==> config.mk <==
export PLATFORM = sky130hd
export DESIGN_NAME = dual_pot_serial_control
export DESIGN_NICKNAME = d
export VERILOG_FILES = /design/src/logic/dual_pot_pkg.sv /design/src/logic/pin_sync_if.sv /design/src/logic/pin_sync.sv /design/src/logic/dual_pot_serial_control.sv
export VERILOG_INCLUDE_DIRS = /design/src /design/src/logic
export SDC_FILE = /design/constraint.sdc
export NUM_CORES = 1
export LEC_CHECK = 0
export BUFFER_PORTS_ARGS = -buffer_cell sky130_fd_sc_hd__buf_2
export CAP_MARGIN = 20
export CORE_MARGIN = 5
export CORE_UTILIZATION = 45
export DETAILED_ROUTE_END_ITERATION = 8
export GPL_TIMING_DRIVEN = 0
export PLACE_DENSITY = 0.69
export SLEW_MARGIN = 15
export SYNTH_ARGS = -nofsm -noshare
export SYNTH_HDL_FRONTEND = slang
export SYNTH_SLANG_ARGS = --single-unit
==> constraint.sdc <==
create_clock -name ref_clk_in -period 5.3 [get_ports ref_clk_in]
set_input_delay 0.265 -clock ref_clk_in [delete_from_list [all_inputs] [get_ports ref_clk_in]]
set_output_delay 0.265 -clock ref_clk_in [all_outputs]
set_load 0.1 [all_outputs]
==> src/logic/dual_pot_consts.svh <==
// Constants for the dual potentiometer serial control block
`ifndef DUAL_POT_CONSTS_SVH
`define DUAL_POT_CONSTS_SVH

// ****************************************************************
// Pin positions inside the synchroniser vector
// ****************************************************************
`define SYNC_W 5
`define PIN_SCK 0
`define PIN_CS 1
`define PIN_SI 2
`define PIN_HOLD 3
`define PIN_WP 4
`define SYNC_RST 5'h1A

// ****************************************************************
// Instruction byte layout and operation codes
// ****************************************************************
`define OP_HI 7
`define OP_LO 4
`define DIR_BIT 3
`define POT_BIT 2
`define IDX_HI 2
`define IDX_LO 0
`define OPC_RD_WIPER 4'h9
`define OPC_WR_WIPER 4'hA
`define OPC_RD_SAVED 4'hB
`define OPC_WR_SAVED 4'hC
`define OPC_COPY 4'hD
`define OPC_STEP 4'hE

// ****************************************************************
// Sizes and reset values
// ****************************************************************
`define BIT_ZERO 3'h0
`define BIT_ONE 3'h1
`define BIT_LAST 3'h7
`define SET_ONE 6'h01
`define SET_MIN 6'h00
`define SET_MAX 6'h3F
`define SAVED_RST 6'h20
`define NUM_POTS 2
`define NUM_SAVED 8
`define SAVED_PER_POT 4
`define TAP_ONE 64'h0000_0000_0000_0001
`define TAP_RST 64'h0000_0001_0000_0000
`define BYTE_ZERO 8'h00
`define PAD_ZERO 2'h0

`endif

==> src/logic/dual_pot_pkg.sv <==
// Types shared by the dual potentiometer serial control block
`include "dual_pot_consts.svh"
package dual_pot_pkg;
   typedef logic [5:0] setting_t;
   typedef logic [63:0] tap_t;
   typedef enum logic [2:0] {
      ST_IDLE = 3'b000,
      ST_INSTR = 3'b001,
      ST_WR_DATA = 3'b010,
      ST_RD_DATA = 3'b011,
      ST_STEP = 3'b100,
      ST_DONE = 3'b101
   } phase_t;
   typedef enum logic [3:0] {
      OP_RD_WIPER = `OPC_RD_WIPER,
      OP_WR_WIPER = `OPC_WR_WIPER,
      OP_RD_SAVED = `OPC_RD_SAVED,
      OP_WR_SAVED = `OPC_WR_SAVED,
      OP_COPY = `OPC_COPY,
      OP_STEP = `OPC_STEP
   } opcode_t;
endpackage : dual_pot_pkg

==> src/logic/pin_sync_if.sv <==
// Carrier between the pin synchroniser and the serial control logic
`timescale 1ns/10ps
interface pin_sync_if #(parameter int W = 5);
   logic [W-1:0] raw;
   logic [W-1:0] level;
   logic [W-1:0] rise;
   logic [W-1:0] fall;
   modport sync_side (input raw, output level, rise, fall);
   modport user_side (output raw, input level, rise, fall);
endinterface : pin_sync_if

==> src/logic/pin_sync.sv <==
// Three-stage pin synchroniser with agreement filter and edge pulses
`timescale 1ns/10ps
module pin_sync #(
   parameter int W = 5,
   parameter logic [W-1:0] RST_VAL = '0
) (
   input wire logic ref_clk_in,
   input wire logic nrst_in,
   pin_sync_if.sync_side sif
);
   logic [W-1:0] s1_r;
   logic [W-1:0] s2_r;
   logic [W-1:0] s3_r;
   logic [W-1:0] level_r;
   logic [W-1:0] rise_r;
   logic [W-1:0] fall_r;
   logic [W-1:0] agree;

   // ****************************************************************
   // Metastability chain; only s2_r reads s1_r
   // ****************************************************************
   always_ff @(posedge ref_clk_in) begin
      if (!nrst_in) begin
         s1_r <= RST_VAL;
         s2_r <= RST_VAL;
         s3_r <= RST_VAL;
      end else begin
         s1_r <= sif.raw;
         s2_r <= s1_r;
         s3_r <= s2_r;
      end
   end

   // A change counts once stages two and three agree
   assign agree = ~(s2_r ^ s3_r);

   always_ff @(posedge ref_clk_in) begin
      if (!nrst_in) begin
         level_r <= RST_VAL;
         rise_r <= '0;
         fall_r <= '0;
      end else begin
         level_r <= (agree & s3_r) | (~agree & level_r);
         rise_r <= agree & s3_r & ~level_r;
         fall_r <= agree & ~s3_r & level_r;
      end
   end

   assign sif.level = level_r;
   assign sif.rise = rise_r;
   assign sif.fall = fall_r;
endmodule : pin_sync

==> src/logic/dual_pot_serial_control.sv <==
// Serial target logic of a dual 64-tap digital potentiometer
// How it works
// - Paused: serial output released to high impedance
// - Paused: serial input transitions are ignored
// - Bit position and partial byte survive pause
// - Two wiper settings, eight saved settings
// - Exactly one tap per pot on wiper
// - Controller reads and writes all settings
// - Copy between wiper and own saved settings
// - Step mode increments or decrements wiper
// - Instruction captured in eight-bit register
// - Chip select fall starts; first byte instruction
// - Serial input sampled on clock rising edge
// - Six operation codes select the operation
// - Reset loads first saved setting into wiper
// - Chip select rise commits valid saved write
// - Write protect low blocks saved-setting writes
// - Serial output changes on clock falling edge
`timescale 1ns/10ps
module dual_pot_serial_control
   import dual_pot_pkg::*;
(
   input wire logic ref_clk_in,
   input wire logic nrst_in,
   input wire logic sck_in,
   input wire logic cs_n_in,
   input wire logic si_in,
   input wire logic hold_n_in,
   input wire logic wp_n_in,
   output logic so_out,
   output logic so_oe_n_out,
   output setting_t [1:0] wiper_setting_out,
   output tap_t [1:0] tap_sel_out
);
   pin_sync_if #(.W(`SYNC_W)) sif ();

   setting_t wiper_setting_reg [`NUM_POTS];
   setting_t saved_setting_reg [`NUM_SAVED];
   phase_t phase_r;
   logic [2:0] bit_cnt_r;
   logic [7:0] shift_in_r;
   logic [7:0] instr_r;
   logic [7:0] shift_out_r;
   logic so_r;
   logic so_drive_r;
   logic paused_r;
   logic boot_done_r;
   logic nv_pend_r;
   logic [2:0] nv_addr_r;
   setting_t nv_data_r;
   tap_t tap_r [`NUM_POTS];

   logic sck_rise;
   logic sck_fall;
   logic cs_fall;
   logic cs_rise;
   logic cs_low;
   logic si;
   logic wp_ok;
   logic [7:0] byte_nxt;
   logic [7:0] cmd;
   logic byte_done;
   logic instr_done;
   logic data_done;
   logic step_ev;
   opcode_t op;
   logic pot;
   logic [2:0] sidx;
   setting_t cur_wiper;

   // ****************************************************************
   // Pin synchronisation and edge events
   // ****************************************************************
   assign sif.raw = {wp_n_in, hold_n_in, si_in, cs_n_in, sck_in};

   pin_sync #(.W(`SYNC_W), .RST_VAL(`SYNC_RST)) u_sync (
      .ref_clk_in(ref_clk_in),
      .nrst_in(nrst_in),
      .sif(sif)
   );

   assign cs_low = ~sif.level[`PIN_CS];
   assign cs_fall = sif.fall[`PIN_CS];
   assign cs_rise = sif.rise[`PIN_CS];
   assign si = sif.level[`PIN_SI];
   assign wp_ok = sif.level[`PIN_WP];
   // Clock edges are dropped while paused
   assign sck_rise = sif.rise[`PIN_SCK] & cs_low & ~paused_r;
   assign sck_fall = sif.fall[`PIN_SCK] & cs_low & ~paused_r;

   // Pause state follows the hold pin only while the clock is low
   always_ff @(posedge ref_clk_in) begin
      if (!nrst_in) begin
         paused_r <= 1'b0;
      end else if (!cs_low) begin
         paused_r <= 1'b0;
      end else if (!sif.level[`PIN_SCK]) begin
         paused_r <= ~sif.level[`PIN_HOLD];
      end
   end

   // ****************************************************************
   // Decode of the instruction in flight
   // ****************************************************************
   assign byte_nxt = {shift_in_r[6:0], si};
   assign byte_done = sck_rise && bit_cnt_r == `BIT_LAST
      && (phase_r == ST_INSTR || phase_r == ST_WR_DATA);
   assign instr_done = byte_done && phase_r == ST_INSTR;
   assign data_done = byte_done && phase_r == ST_WR_DATA;
   assign step_ev = sck_rise && phase_r == ST_STEP;
   assign cmd = (phase_r == ST_INSTR) ? byte_nxt : instr_r;
   assign op = opcode_t'(cmd[`OP_HI:`OP_LO]);
   assign pot = cmd[`POT_BIT];
   assign sidx = cmd[`IDX_HI:`IDX_LO];
   assign cur_wiper = wiper_setting_reg[pot];

   // ****************************************************************
   // Transfer sequencer
   // ****************************************************************
   always_ff @(posedge ref_clk_in) begin
      if (!nrst_in) begin
         phase_r <= ST_IDLE;
         bit_cnt_r <= `BIT_ZERO;
         shift_in_r <= `BYTE_ZERO;
         instr_r <= `BYTE_ZERO;
      end else if (!cs_low) begin
         phase_r <= ST_IDLE;
      end else if (cs_fall) begin
         phase_r <= ST_INSTR;
         bit_cnt_r <= `BIT_ZERO;
      end else if (sck_rise) begin
         // Counter and partial byte hold still while paused
         shift_in_r <= byte_nxt;
         bit_cnt_r <= bit_cnt_r + `BIT_ONE;
         if (instr_done) begin
            instr_r <= byte_nxt;
            unique case (op)
               OP_RD_WIPER, OP_RD_SAVED: phase_r <= ST_RD_DATA;
               OP_WR_WIPER, OP_WR_SAVED: phase_r <= ST_WR_DATA;
               OP_STEP: phase_r <= ST_STEP;
               OP_COPY: phase_r <= ST_DONE;
               default: phase_r <= ST_DONE;
            endcase
         end else if (data_done) begin
            phase_r <= ST_DONE;
         end
      end
   end

   // ****************************************************************
   // Wiper settings
   // ****************************************************************
   always_ff @(posedge ref_clk_in) begin
      if (!nrst_in) begin
         boot_done_r <= 1'b0;
         for (int p = 0; p < `NUM_POTS; p++) begin
            wiper_setting_reg[p] <= `SET_MIN;
         end
      end else if (!boot_done_r) begin
         boot_done_r <= 1'b1;
         for (int p = 0; p < `NUM_POTS; p++) begin
            wiper_setting_reg[p] <= saved_setting_reg[p * `SAVED_PER_POT];
         end
      end else if (instr_done && op == OP_COPY && !cmd[`DIR_BIT]) begin
         wiper_setting_reg[pot] <= saved_setting_reg[sidx];
      end else if (data_done && op == OP_WR_WIPER) begin
         // Wiper writes ignore write protect
         wiper_setting_reg[pot] <= byte_nxt[5:0];
      end else if (step_ev) begin
         // Saturates at both ends instead of wrapping
         if (si && cur_wiper != `SET_MAX) begin
            wiper_setting_reg[pot] <= cur_wiper + `SET_ONE;
         end else if (!si && cur_wiper != `SET_MIN) begin
            wiper_setting_reg[pot] <= cur_wiper - `SET_ONE;
         end
      end
   end

   // ****************************************************************
   // Saved settings and the deferred write
   // ****************************************************************
   always_ff @(posedge ref_clk_in) begin
      if (!nrst_in) begin
         nv_pend_r <= 1'b0;
         nv_addr_r <= `BIT_ZERO;
         nv_data_r <= `SET_MIN;
      end else if (cs_rise || !wp_ok) begin
         // Protect going low mid-transfer cancels the write
         nv_pend_r <= 1'b0;
      end else if (data_done && op == OP_WR_SAVED) begin
         nv_pend_r <= 1'b1;
         nv_addr_r <= sidx;
         nv_data_r <= byte_nxt[5:0];
      end else if (instr_done && op == OP_COPY && cmd[`DIR_BIT]) begin
         nv_pend_r <= 1'b1;
         nv_addr_r <= sidx;
         nv_data_r <= cur_wiper;
      end
   end

   always_ff @(posedge ref_clk_in) begin
      if (!nrst_in) begin
         for (int i = 0; i < `NUM_SAVED; i++) begin
            saved_setting_reg[i] <= `SAVED_RST;
         end
      end else if (cs_rise && nv_pend_r && wp_ok) begin
         saved_setting_reg[nv_addr_r] <= nv_data_r;
      end
   end

   // ****************************************************************
   // Read data path
   // ****************************************************************
   always_ff @(posedge ref_clk_in) begin
      if (!nrst_in) begin
         shift_out_r <= `BYTE_ZERO;
         so_r <= 1'b0;
         so_drive_r <= 1'b0;
      end else if (!cs_low) begin
         so_drive_r <= 1'b0;
      end else if (instr_done) begin
         shift_out_r <= (op == OP_RD_SAVED) ?
            {`PAD_ZERO, saved_setting_reg[sidx]} :
            {`PAD_ZERO, cur_wiper};
      end else if (sck_fall && phase_r == ST_RD_DATA) begin
         so_r <= shift_out_r[7];
         shift_out_r <= {shift_out_r[6:0], 1'b0};
         so_drive_r <= 1'b1;
      end
   end

   assign so_out = so_r;
   assign so_oe_n_out = ~(so_drive_r & cs_low & ~paused_r);

   // ****************************************************************
   // Tap decode; one tap per pot, code zero at the low end
   // ****************************************************************
   always_ff @(posedge ref_clk_in) begin
      if (!nrst_in) begin
         for (int p = 0; p < `NUM_POTS; p++) begin
            tap_r[p] <= `TAP_ONE;
         end
      end else begin
         for (int p = 0; p < `NUM_POTS; p++) begin
            tap_r[p] <= `TAP_ONE << wiper_setting_reg[p];
         end
      end
   end

   always_comb begin
      for (int p = 0; p < `NUM_POTS; p++) begin
         wiper_setting_out[p] = wiper_setting_reg[p];
         tap_sel_out[p] = tap_r[p];
      end
   end
endmodule : dual_pot_serial_control

==> summary.log, run 1 <==
[global_routing] number of global-route vias before repair 6953
[sta] setup clock skew after layout 0.00890 ns
[synthesis] post-synthesis net count 950
[power_and_ir_drop] leak pwr 4.76 nW
[sta] count of final hold-check violations 0
[synthesis] number of enable-type register cells in the synthesized netlist 60
[clock_tree] Max Root-Sink Buffers 3
[min_path] origin of the worst min-delay path u_sync.s1_r[4]$_SDFF_PN1_
[clock_tree] worst-skew pair later-pin latency 0.53 ns
[floorplanning] Die X 157 um
[synthesis] Post-Synthesis Cell Area 9660 um2
[setup_path] kind of end point of the critical path register
[sta] slew at the pin with the worst max-slew slack 0.967 ns
[sta] post-layout min period 3.80 ns
[setup_path] r2r endpoint wiper_setting_reg[1][0]$_DFFE_PP_
[setup_path] kind of start point of the critical path register
[synthesis] Distinct cells, synth 74
[clock_tree] CTS buffer count 26
[global_routing] total routing usage reported by global routing 0.195
[job] max-capacitance violation count 0
[routing] total DRC errors in the routed layout 0
[floorplanning] starting density of the core 0.458
[min_path] Endpoint, Worst Hold u_sync.s2_r[4]$_SDFF_PN1_
[routing] overall via count from detail_route 7335
[sta] Pins Over Slew Limit 0
[routing] count of antenna-violating nets left after detailed routing 0
[sta] final hold slack 0.405 ns
[sta] setup repair after global routing missed its margin no
[sta] total negative slack for setup checks 0 ns
[floorplanning] die area 24500 um2
[routing] final routed wirelength across all metal layers 24300 um
[floorplanning] Top-Level Pins 149
[global_routing] largest net degree at the start of global routing 16
[clock_tree] clock slew at the register clock pins of the worst setup and hold paths 0.06 ns
[floorplanning] core outline area 21100 um2
[setup_path] number of cells on the worst reg-to-reg path 12
[setup_path] CP arrival 4.03 ns
[placement] HPWL reported at the end of detailed placement 18000 um
[synthesis] yosys warns 0
[layout] layout cells sized above 1 0.204
[floorplanning] height of the chip 157 um
[min_path] hold-critical path depth 1
[placement] total of buffers placed on input and output ports 148
[synthesis] fraction of the yosys area taken by sequential cells 0.589
[setup_path] critical-path maximum fanout 10
[status] outcome finished, final reports clean
[routing] DRC violation total after the first TritonRoute iteration 626
[layout] relative area change from synthesis to final layout 21.2%
[global_routing] initial antenna violation count 0
[layout] Core Util, Final 0.555
[global_routing] global-route wire length before repair 38200 um
[setup_path] data required time of the worst path 5.53 ns
[layout] number of antenna repair diodes 0
[setup_path] WS Path Type register to register
[clock_tree] Num Clock Sinks 254
[power_and_ir_drop] total power divided by cell area 358 nW/um2
[routing] routed length per placed instance 17.2 um
[synthesis] Post-Synthesis Cells 936
[clock_tree] H-tree depth reported by CTS 1
[synthesis] most used flip-flop cell after synthesis dfxtp_1
[layout] number of fill cells in the layout 1854
[synthesis] mean post-synth cell area 10.3 um2
[sta] Relative slew margins 0.349
[clock_tree] setup repair bufs after CTS 0
[setup_path] flop2flop setup slack 1.50 ns
[layout] area used by sequential logic in the layout 5690 um2
[setup_path] origin of the critical flop-to-flop path phase_r[0]$_SDFFE_PP0P_
[layout] area taken by multi-input logic gates 3730 um2
[clock_tree] CTS tree built
[floorplanning] floorplan row count 53
[placement] Final Wtd Congestion 0.923
[min_path] kind of path behind the tightest hold check register to register
[layout] Largest register FFs 128
[synthesis] Async S/R FF share, synth 0
[layout] most frequent standard cell in the layout excluding fill and tap cells dfxtp_1
[routing] number of vias per cell 5.19
[global_routing] total gr overflow 0
[routing] router iterations before antenna repair 5
[sta] portion of the clock cycle consumed by the worst path in the final layout 0.717
[sta] setup-violating endpoint count in the final report 0
[clock_tree] clock root buffer clkbuf_16
[layout] highest-count cells in the layout ignoring fill and taps 194 x dfxtp_1, 155 x nor2_1, 153 x buf_2
[synthesis] number of storage elements in the synthesis netlist 254
[sta] timing-limited maximum frequency 0.263 GHz
[layout] final-stage net count 1133
[power_and_ir_drop] maximum ir drop on the vdd rail 0.000186 V
per-stage QoR:
stage | instances | setup WS (ns) | total power, mW | cell area [um2]
2_1_floorplan | 936 | 2.17 | 2.31 | 9660
3_5_place_dp | 1360 | 1.58 | 2.39 | 10700
5_1_grt | 1414 | 1.29 | 4.35 | 11700
3_3_place_gp | 1359 | 1.57 | 2.39 | 10700
6_report | 1414 | 1.50 | 4.20 | 11700
4_1_cts | 1414 | 1.58 | 4.24 | 11700
critical path, stage by stage, from the launching register on:
cell and delay, ns:
dfxtp_1 0.31, buf_4 0.14, nor3b_4 0.35, mux2i_4 0.46, clkbuf_1 0.47, nand2_1 0.11, nand2_1 0.16, ha_1 0.33
a41oi_2 0.24, or3b_1 0.46, buf_2 0.20, nand2_1 0.08, nand2_1 0.19
power breakdown:
part           leakage (nW)  switching [mW]  internal [mW]
sequential             2.16          0.0236           2.02
combinational          2.16           0.242         0.0637
clock                 0.443           0.755           1.09
per-layer routing:
metal  vias up  track usage  share of wire
met1      3421        0.265           0.43
met4         0       0.0669          0.027
li1       3576            -              -
met2       299        0.314           0.46
met5         -            0              0
met3        39       0.0357          0.084
cell families (layout without fill, tap and decap cells):
logic type                 count (synthesis)  in the layout  synth area share
adders and majority gates                  7              7           0.00907
muxes                                     59             59            0.0694
xor gates and xnor gates                   5              5           0.00453
DFF                                      254            254             0.589
AOI/OAI and AO/OA                        119            119            0.0865
and+or+nand+nor                          438            438             0.217
buffers and inverters                     54            257            0.0247
worst max-delay path by stage:
stage / start / to / slack (ns) / cells after the start
2_1_floorplan: phase_r[0]$_SDFFE_PP0P_ / wiper_setting_reg[0][1]$_DFFE_PP_ / 2.17 / 11
3_3_place_gp: phase_r[0]$_SDFFE_PP0P_ / wiper_setting_reg[1][1]$_DFFE_PP_ / 1.57 / 12
3_5_place_dp: phase_r[0]$_SDFFE_PP0P_ / wiper_setting_reg[1][5]$_DFFE_PP_ / 1.58 / 12
4_1_cts: phase_r[0]$_SDFFE_PP0P_ / wiper_setting_reg[1][2]$_DFFE_PP_ / 1.58 / 12
5_1_grt: phase_r[0]$_SDFFE_PP0P_ / wiper_setting_reg[1][0]$_DFFE_PP_ / 1.29 / 12
6_report: phase_r[0]$_SDFFE_PP0P_ / wiper_setting_reg[1][0]$_DFFE_PP_ / 1.50 / 12
layout make-up:
type	count	area share
sequential	254	0.485
buffer	43	0.0169
tap	275	0.0294
multi-input combinational	628	0.319
clock inverter	14	0.0109
timing repair buffer	155	0.0688
clock buffer	34	0.0661
inverter	11	0.00353
cells in the mapped netlist (3+ instances only):
cell | instances | share of area
a21boi_0 | 15 | 0.012
a21boi_1 | 3 | 0.0023
a21oi_1 | 17 | 0.0088
a31oi_1 | 5 | 0.0032
a32o_1 | 6 | 0.0062
and2_1 | 49 | 0.032
and3_1 | 7 | 0.0045
buf_2 | 4 | 0.0021
clkbuf_1 | 32 | 0.012
dfxtp_1 | 194 | 0.40
edfxtp_1 | 60 | 0.19
ha_1 | 7 | 0.0091
inv_1 | 11 | 0.0043
mux2_1 | 9 | 0.010
mux2_2 | 15 | 0.017
mux2i_1 | 31 | 0.032
nand2_1 | 105 | 0.041
nand2b_1 | 22 | 0.014
nand3_1 | 18 | 0.0093
nand3b_1 | 4 | 0.0031
nor2_1 | 155 | 0.060
nor2b_1 | 32 | 0.021
nor3_1 | 11 | 0.0057
nor3b_1 | 3 | 0.0023
nor4_1 | 7 | 0.0045
o211ai_1 | 7 | 0.0054
o21a_1 | 4 | 0.0031
o21ai_0 | 22 | 0.011
o22ai_1 | 8 | 0.0052
o31ai_1 | 4 | 0.0031
or3_1 | 7 | 0.0045
or3b_1 | 3 | 0.0027
xnor2_1 | 4 | 0.0036
timing repair:
action / 4_1_cts / 5_1_grt
hold buffers: 6 / 0
resized for setup: 0 / 0
endpoints found under the hold margin: 6 / 0
(Power assumes the default switching activity.)
==> run 2, diff against run 1 <==
--- a/config.mk
+++ b/config.mk
@@ -12,7 +12,7 @@
 export CORE_UTILIZATION = 45
 export DETAILED_ROUTE_END_ITERATION = 8
 export GPL_TIMING_DRIVEN = 0
-export PLACE_DENSITY = 0.69
+export PLACE_DENSITY = 0.71
 export SLEW_MARGIN = 15
 export SYNTH_ARGS = -nofsm -noshare
 export SYNTH_HDL_FRONTEND = slang
==> constraint.sdc (replaced) <==
create_clock -name ref_clk_in -period 3.25 [get_ports ref_clk_in]
set_input_delay 0.1625 -clock ref_clk_in [delete_from_list [all_inputs] [get_ports ref_clk_in]]
set_output_delay 0.1625 -clock ref_clk_in [all_outputs]
set_load 0.1 [all_outputs]
==> run 2 against run 1 <==
Sequential share of layout area decreased by 0.29 points; largest cell class unchanged; clock power increased by 64%; cell area increased by 0.60%; final cell count increased by 0.21%; critical endpoint is now wiper_setting_reg[0][5]$_DFFE_PP_; clock skew increased by 0.017 ns.
==> summary.log, run 2 (synthesis gave the netlist of run 1 again) <==
[status] outcome finished, final reports clean
[setup_path] kind of end point of the critical path register
[floorplanning] height of the chip 157 um [unchanged]
[sta] setup repair after global routing missed its margin no
[floorplanning] die area 24500 um2 [unchanged]
[placement] placed insts 1360 [unchanged]
[layout] layout cells sized above 1 0.213 [+0.00910]
[power_and_ir_drop] switching power of the nets 1.66 mW [+63%]
[sta] setup-violating endpoint count in the final report 0 [unchanged]
[clock_tree] CTS buffer count 25 [-3.8%]
[layout] summed area of non-filler cells in the final layout 11800 um2 [+0.60%]
[sta] worst-case setup margin in the final layout 0.104 ns [-1.40 ns]
[routing] number of vias per cell 5.19 [about the same]
[setup_path] slowest library cell on the worst path a2111oi_2
[floorplanning] Top-Level Pins 149 [unchanged]
[layout] Core Util, Final 0.559 [+0.00332]
[layout] Largest register FFs 128 [unchanged]
[global_routing] initial antenna violation count 0 [unchanged]
[placement] worst setup slack before clock tree synthesis -0.451 ns [-2.03 ns]
[setup_path] WS Path Type register to register
[sta] portion of the clock cycle consumed by the worst path in the final layout 0.968 [+0.251]
[setup_path] CP arrival 3.54 ns [-0.49 ns]
[layout] post-route non-filler standard cell count 1417 [+0.21%]
[min_path] kind of path behind the tightest hold check input port to register
[layout] number of antenna repair diodes 0 [unchanged]
[power_and_ir_drop] Comb power frac 0.073 [about the same]
[global_routing] total gr overflow 0 [unchanged]
[power_and_ir_drop] total power divided by cell area 584 nW/um2 [+63%]
[clock_tree] H-tree depth reported by CTS 1 [unchanged]
[sta] timing-limited maximum frequency 0.318 GHz [+21%]
[clock_tree] CTS tree built
[job] max-capacitance violation count 0 [unchanged]
[placement] HPWL reported at the end of detailed placement 17600 um [-2.0%]
[routing] total DRC errors in the routed layout 0 [unchanged]
[power_and_ir_drop] fraction of power spent switching nets 0.242 [-0.00147]
[sta] total negative slack for setup checks 0 ns [unchanged]
[setup_path] largest incremental delay on the critical path 0.38 ns [-0.09 ns]
[clock_tree] Num Clock Sinks 254 [unchanged]
[global_routing] total routing usage reported by global routing 0.194 [-0.000478]
[global_routing] largest net degree at the start of global routing 17 [+1]
[routing] router iterations before antenna repair 8 [+3]
[sta] post-layout min period 3.15 ns [-0.653 ns]
[clock_tree] clock root buffer clkbuf_16
[power_and_ir_drop] cell internal pwr 5.22 mW [+64%]
[routing] final routed wirelength across all metal layers 24400 um [+0.49%]
[global_routing] number of global-route vias before repair 6977 [+0.35%]
[clock_tree] Max Root-Sink Buffers 3 [unchanged]
[sta] Relative slew margins 0.381 [+0.0318]
[placement] placement-stage cell area 10800 um2 [about the same]
[clock_tree] worst-skew pair later-pin latency 0.53 ns [about the same]
[setup_path] cells along the critical path buf_4, nor3b_4, buf_4, mux2_4, buf_2, nand2_1, nand2_1, ha_4, o32a_1, a2111oi_2, a311o_1, a32o_1
[floorplanning] starting density of the core 0.458 [unchanged]
[layout] final-stage net count 1137 [+0.35%]
[sta] slew at the pin with the worst max-slew slack 0.919 ns [-0.0472 ns]
[routing] routed length per placed instance 17.2 um [+0.27%]
[setup_path] family with the most delay on the worst path compound AO/OA/AOI/OAI gates
[floorplanning] Die X 157 um [unchanged]
[setup_path] critical-path maximum fanout 10 [unchanged]
[global_routing] global-route wire length before repair 38100 um [-0.13%]
[setup_path] data required time of the worst path 3.64 ns [-1.89 ns]
[power_and_ir_drop] sequential group share of total power 0.485 [-0.002]
[floorplanning] core outline area 21100 um2 [unchanged]
[layout] relative area change from synthesis to final layout 22.0%
[setup_path] worst path bufs/invs 3 [unchanged]
[clock_tree] clock slew at the register clock pins of the worst setup and hold paths 0.07 ns [about the same]
[layout] highest-count cells in the layout ignoring fill and taps 194 x dfxtp_1, 155 x nor2_1, 152 x buf_2
[setup_path] kind of start point of the critical path register
[placement] Final Wtd Congestion 0.898 [-2.7%]
[layout] number of fill cells in the layout 1838 [-0.86%]
[power_and_ir_drop] maximum ir drop on the vdd rail 0.000286 V [+54%]
[power_and_ir_drop] leak pwr 4.79 nW [+0.47%]
[routing] DRC violation total after the first TritonRoute iteration 661 [+5.6%]
[routing] count of antenna-violating nets left after detailed routing 0 [unchanged]
[floorplanning] floorplan row count 53 [unchanged]
[power_and_ir_drop] Clk network pwr share 0.442 [+0.002]
[placement] total of buffers placed on input and output ports 148 [unchanged]
[routing] overall via count from detail_route 7356 [+0.29%]
[layout] most frequent standard cell in the layout excluding fill and tap cells dfxtp_1
[sta] setup clock skew after layout 0.0260 ns [+0.0171 ns]
[sta] count of final hold-check violations 0 [unchanged]
[sta] Pins Over Slew Limit 0 [unchanged]
[run 2: cell count changes in the layout (fill, tap and decap cells not counted), sizes merged]
| cell | before | now |
|---|---|---|
| bufinv | 1 | 4 |
| clkbuf | 67 | 62 |
| clkinv | 10 | 6 |
| inv | 12 | 17 |
| clkdlybuf4s15 | 0 | 1 |
| clkinvlp | 2 | 1 |
| buf | 159 | 163 |
[run 2: worst paths after layout]
kind	startpoint	to	slack, ns	cells past startpoint
max	phase_r[0]$_SDFFE_PP0P_	wiper_setting_reg[0][5]$_DFFE_PP_	0.10	12
min	wp_n_in	u_sync.s1_r[4]$_SDFF_PN1_	0.36	3
max reg2reg	phase_r[0]$_SDFFE_PP0P_	wiper_setting_reg[0][5]$_DFFE_PP_	0.10	12
min reg2reg	u_sync.s1_r[1]$_SDFF_PN1_	u_sync.s2_r[1]$_SDFF_PN1_	0.41	1
[run 2: per-layer routing]
metal	global-route usage	wire, um
met5	0	0
met2	0.313	11000
met4	0.0674	716
met3	0.0348	1910
met1	0.265	10800
[run 2: what timing repair did]
| item | 4_1_cts | 5_1_grt |
|---|---|---|
| endpoints found under the hold margin | 6 | 0 |
| gates cloned | 0 | 0 |
| resized for setup | 4 | 9 |
| buffers inserted | 5 | 0 |
| endpoints found under the setup margin | 24 | 22 |
| pin swaps | 0 | 0 |
| hold buffers | 6 | 0 |
[run 2: layout make-up]
| type | count | area (um2) | area share |
|---|---|---|---|
| Tap cell | 275 | 344 | 0.0292 |
| Clock buffer | 29 | 671 | 0.0569 |
| Multi-Input combinational cell | 628 | 3780 | 0.321 |
| Sequential cell | 254 | 5690 | 0.483 |
| Buffer | 43 | 201 | 0.0171 |
| Clock inverter | 17 | 206 | 0.0175 |
| Timing Repair Buffer | 160 | 850 | 0.0721 |
| Inverter | 11 | 41.3 | 0.00350 |
[run 2: per-stage QoR]
step	power (mW)	hold slack (ns)
global placement	3.89	0.343
detailed placement	3.89	0.347
finish	6.88	0.357
global route	7.11	0.367
CTS	6.92	0.342
floorplan	3.77	0.190
[run 2: power by group through the flow]
stage | combinational (mW) | clock (mW) | sequential, mW
floorplan | 0.188 | 0 | 3.58
global placement | 0.486 | 0 | 3.40
detailed placement | 0.489 | 0 | 3.40
CTS | 0.497 | 3.09 | 3.33
global route | 0.534 | 3.23 | 3.34
finish | 0.503 | 3.04 | 3.33
[run 2: worst min-delay path, delay by kind of cell]
family	cells	cell delay, ns
buf+inv	2	0.60
simple gates	1	0.08
==> run 3, diff against run 2 <==
--- a/config.mk
+++ b/config.mk
@@ -11,7 +11,7 @@
 export CORE_MARGIN = 5
 export CORE_UTILIZATION = 45
 export DETAILED_ROUTE_END_ITERATION = 8
-export GPL_TIMING_DRIVEN = 0
+export GPL_TIMING_DRIVEN = 1
 export PLACE_DENSITY = 0.71
 export SLEW_MARGIN = 15
 export SYNTH_ARGS = -nofsm -noshare
==> run 3 against run 2 <==
Critical path depth decreased by 2; non-clock buffer count shrank 11; final cell count down 0.85%; largest power group unchanged; largest cell class unchanged; die area unchanged; routed wire length fell by 1.3%.
==> summary.log, run 3 (synthesis gave the netlist of run 1 again) <==
[status] outcome finished, final reports clean
[floorplanning] starting density of the core 0.458 [unchanged]
[min_path] origin of the worst min-delay path nrst_in
[layout] Largest register FFs 128 [unchanged]
[setup_path] WS Path Type register to register
[min_path] Endpoint, Worst Hold boot_done_r$_DFF_P_
[routing] total DRC errors in the routed layout 0 [unchanged]
[setup_path] slowest library cell on the worst path mux2_2
[global_routing] total routing usage reported by global routing 0.191 [-0.00337]
[placement] total of buffers placed on input and output ports 148 [unchanged]
[routing] router iterations before antenna repair 5 [-3]
[setup_path] origin of the critical flop-to-flop path phase_r[2]$_SDFFE_PP0P_
[layout] area used by sequential logic in the layout 5690 um2 [unchanged]
[floorplanning] core outline area 21100 um2 [unchanged]
[min_path] hold-critical path depth 2 [-1]
[clock_tree] Max Root-Sink Buffers 3 [unchanged]
[placement] Final Wtd Congestion 0.929 [+3.4%]
[floorplanning] Die X 157 um [unchanged]
[routing] overall via count from detail_route 7313 [-0.58%]
[clock_tree] clock root buffer clkbuf_16
[routing] DRC violation total after the first TritonRoute iteration 528 [-20%]
[global_routing] number of global-route vias before repair 6948 [-0.42%]
[setup_path] family with the most delay on the worst path compound AO/OA/AOI/OAI gates
[layout] number of antenna repair diodes 0 [unchanged]
[clock_tree] Post-CTS Resized 0 [-4]
[layout] number of fill cells in the layout 1825 [-0.71%]
[routing] count of antenna-violating nets left after detailed routing 0 [unchanged]
[sta] Pins Over Slew Limit 0 [unchanged]
[global_routing] total gr overflow 0 [unchanged]
[sta] timing-limited maximum frequency 0.327 GHz [+3.0%]
[global_routing] global-route wire length before repair 38000 um [-0.36%]
[layout] summed area of non-filler cells in the final layout 11800 um2 [-0.18%]
[min_path] kind of path behind the tightest hold check input port to register
[setup_path] CP Launch Point phase_r[2]$_SDFFE_PP0P_
[job] max-capacitance violation count 0 [unchanged]
[global_routing] largest net degree at the start of global routing 83 [+66]
[sta] total negative slack for setup checks 0 ns [unchanged]
[sta] portion of the clock cycle consumed by the worst path in the final layout 0.940 [-0.0282]
[clock_tree] worst-skew pair later-pin latency 0.52 ns [about the same]
[clock_tree] CTS buffer count 25 [unchanged]
[power_and_ir_drop] total power divided by cell area 582 nW/um2 [-0.37%]
[setup_path] kind of start point of the critical path register
[routing] final routed wirelength across all metal layers 24100 um [-1.3%]
[floorplanning] floorplan row count 53 [unchanged]
[setup_path] largest incremental delay on the critical path 0.50 ns [+0.12 ns]
[setup_path] worst path bufs/invs 1 [-2]
[setup_path] CP arrival 3.42 ns [-0.12 ns]
[layout] final-stage net count 1126 [-0.97%]
[floorplanning] die area 24500 um2 [unchanged]
[sta] setup-violating endpoint count in the final report 0 [unchanged]
[power_and_ir_drop] leak pwr 4.85 nW [+1.3%]
[sta] count of final hold-check violations 0 [unchanged]
[sta] Relative slew margins 0.451 [+0.0708]
[setup_path] kind of end point of the critical path register
[sta] setup clock skew after layout 0.0165 ns [-0.00951 ns]
[routing] routed length per placed instance 17.1 um [-0.42%]
[routing] number of vias per cell 5.20 [+0.26%]
[sta] slew at the pin with the worst max-slew slack 0.814 ns [-0.105 ns]
[sta] post-layout min period 3.05 ns [-0.0916 ns]
[placement] placement-stage cell area 10800 um2 [+0.78%]
[setup_path] data required time of the worst path 3.62 ns [-0.02 ns]
[global_routing] initial antenna violation count 0 [unchanged]
[floorplanning] Top-Level Pins 149 [unchanged]
[layout] relative area change from synthesis to final layout 21.7%
[clock_tree] CTS tree built
[layout] highest-count cells in the layout ignoring fill and taps 194 x dfxtp_1, 155 x nor2_1, 148 x buf_2
[clock_tree] setup repair bufs after CTS 0 [-5]
[layout] area taken by multi-input logic gates 3730 um2 [-1.3%]
[clock_tree] clock slew at the register clock pins of the worst setup and hold paths 0.06 ns [about the same]
[setup_path] cells along the critical path nor3b_4, mux2_2, nand2_1, nand2_1, ha_1, buf_4, o32a_1, a2111oi_0, a311o_1, a32o_1
[layout] layout cells sized above 1 0.228 [+0.0155]
[floorplanning] height of the chip 157 um [unchanged]
[clock_tree] Num Clock Sinks 254 [unchanged]
[sta] setup repair after global routing missed its margin no
[power_and_ir_drop] maximum ir drop on the vdd rail 0.000283 V [-0.97%]
[layout] most frequent standard cell in the layout excluding fill and tap cells dfxtp_1
[setup_path] r2r endpoint wiper_setting_reg[1][5]$_DFFE_PP_
[setup_path] most used cell along the critical path nand2_1
[placement] HPWL reported at the end of detailed placement 17300 um [-2.1%]
[setup_path] critical-path maximum fanout 11 [+1]
[setup_path] number of cells on the worst reg-to-reg path 10 [-2]
[setup_path] flop2flop setup slack 0.20 ns [+0.09 ns]
[clock_tree] H-tree depth reported by CTS 1 [unchanged]
-- run 3: metrics by stage --
step,utilization,std cells,power (mW),hold slack [ns],worst slack (ns)
CTS,0.558,1405,6.89,0.336,0.210
global placement,0.514,1355,3.90,0.349,0.272
global route,0.558,1405,7.06,0.357,0.0163
floorplan,-,936,3.77,0.190,0.119
detailed placement,0.514,1355,3.90,0.348,0.239
finish,0.558,1405,6.84,0.353,0.196
-- run 3: report_power, final --
part	internal [mW]	leakage [nW]	switching, mW
logic	0.112	2.26	0.379
registers	3.30	2.16	0.0505
clock network	1.79	0.431	1.22
total	5.20	4.85	1.65
-- run 3: how the worst max path moves through the flow --
| stage | to | slack, ns | depth (start not counted) |
|---|---|---|---|
| floorplan | wiper_setting_reg[0][5]$_DFFE_PP_ | 0.12 | 11 |
| global placement | wiper_setting_reg[0][5]$_DFFE_PP_ | 0.27 | 10 |
| detailed placement | wiper_setting_reg[1][5]$_DFFE_PP_ | 0.24 | 10 |
| CTS | wiper_setting_reg[1][5]$_DFFE_PP_ | 0.21 | 10 |
| global route | wiper_setting_reg[1][5]$_DFFE_PP_ | 0.02 | 10 |
| finish | wiper_setting_reg[1][5]$_DFFE_PP_ | 0.20 | 10 |
-- run 3: cell type report --
cell class	instances	share of cell area
Sequential cell	254	0.483
Multi-Input combinational cell	628	0.318
Timing Repair Buffer	192	0.0921
Clock buffer	30	0.0593
Tap cell	275	0.0293
Clock inverter	15	0.0148
Inverter	11	0.00351
-- run 3: routing by layer --
layer  global-route usage  share of wire  vias to the layer above
met5                    0              0                        -
met4               0.0612          0.026                        0
met3               0.0315          0.076                       45
met2                0.312           0.46                      293
met1                0.260           0.44                     3411
li1                     -              -                     3564
-- run 3: timing repair --
| action | CTS | global route |
|---|---|---|
| setup endpoints to repair | 0 | 0 |
| hold endpoints to repair | 5 | 0 |
| hold buffers | 5 | 0 |
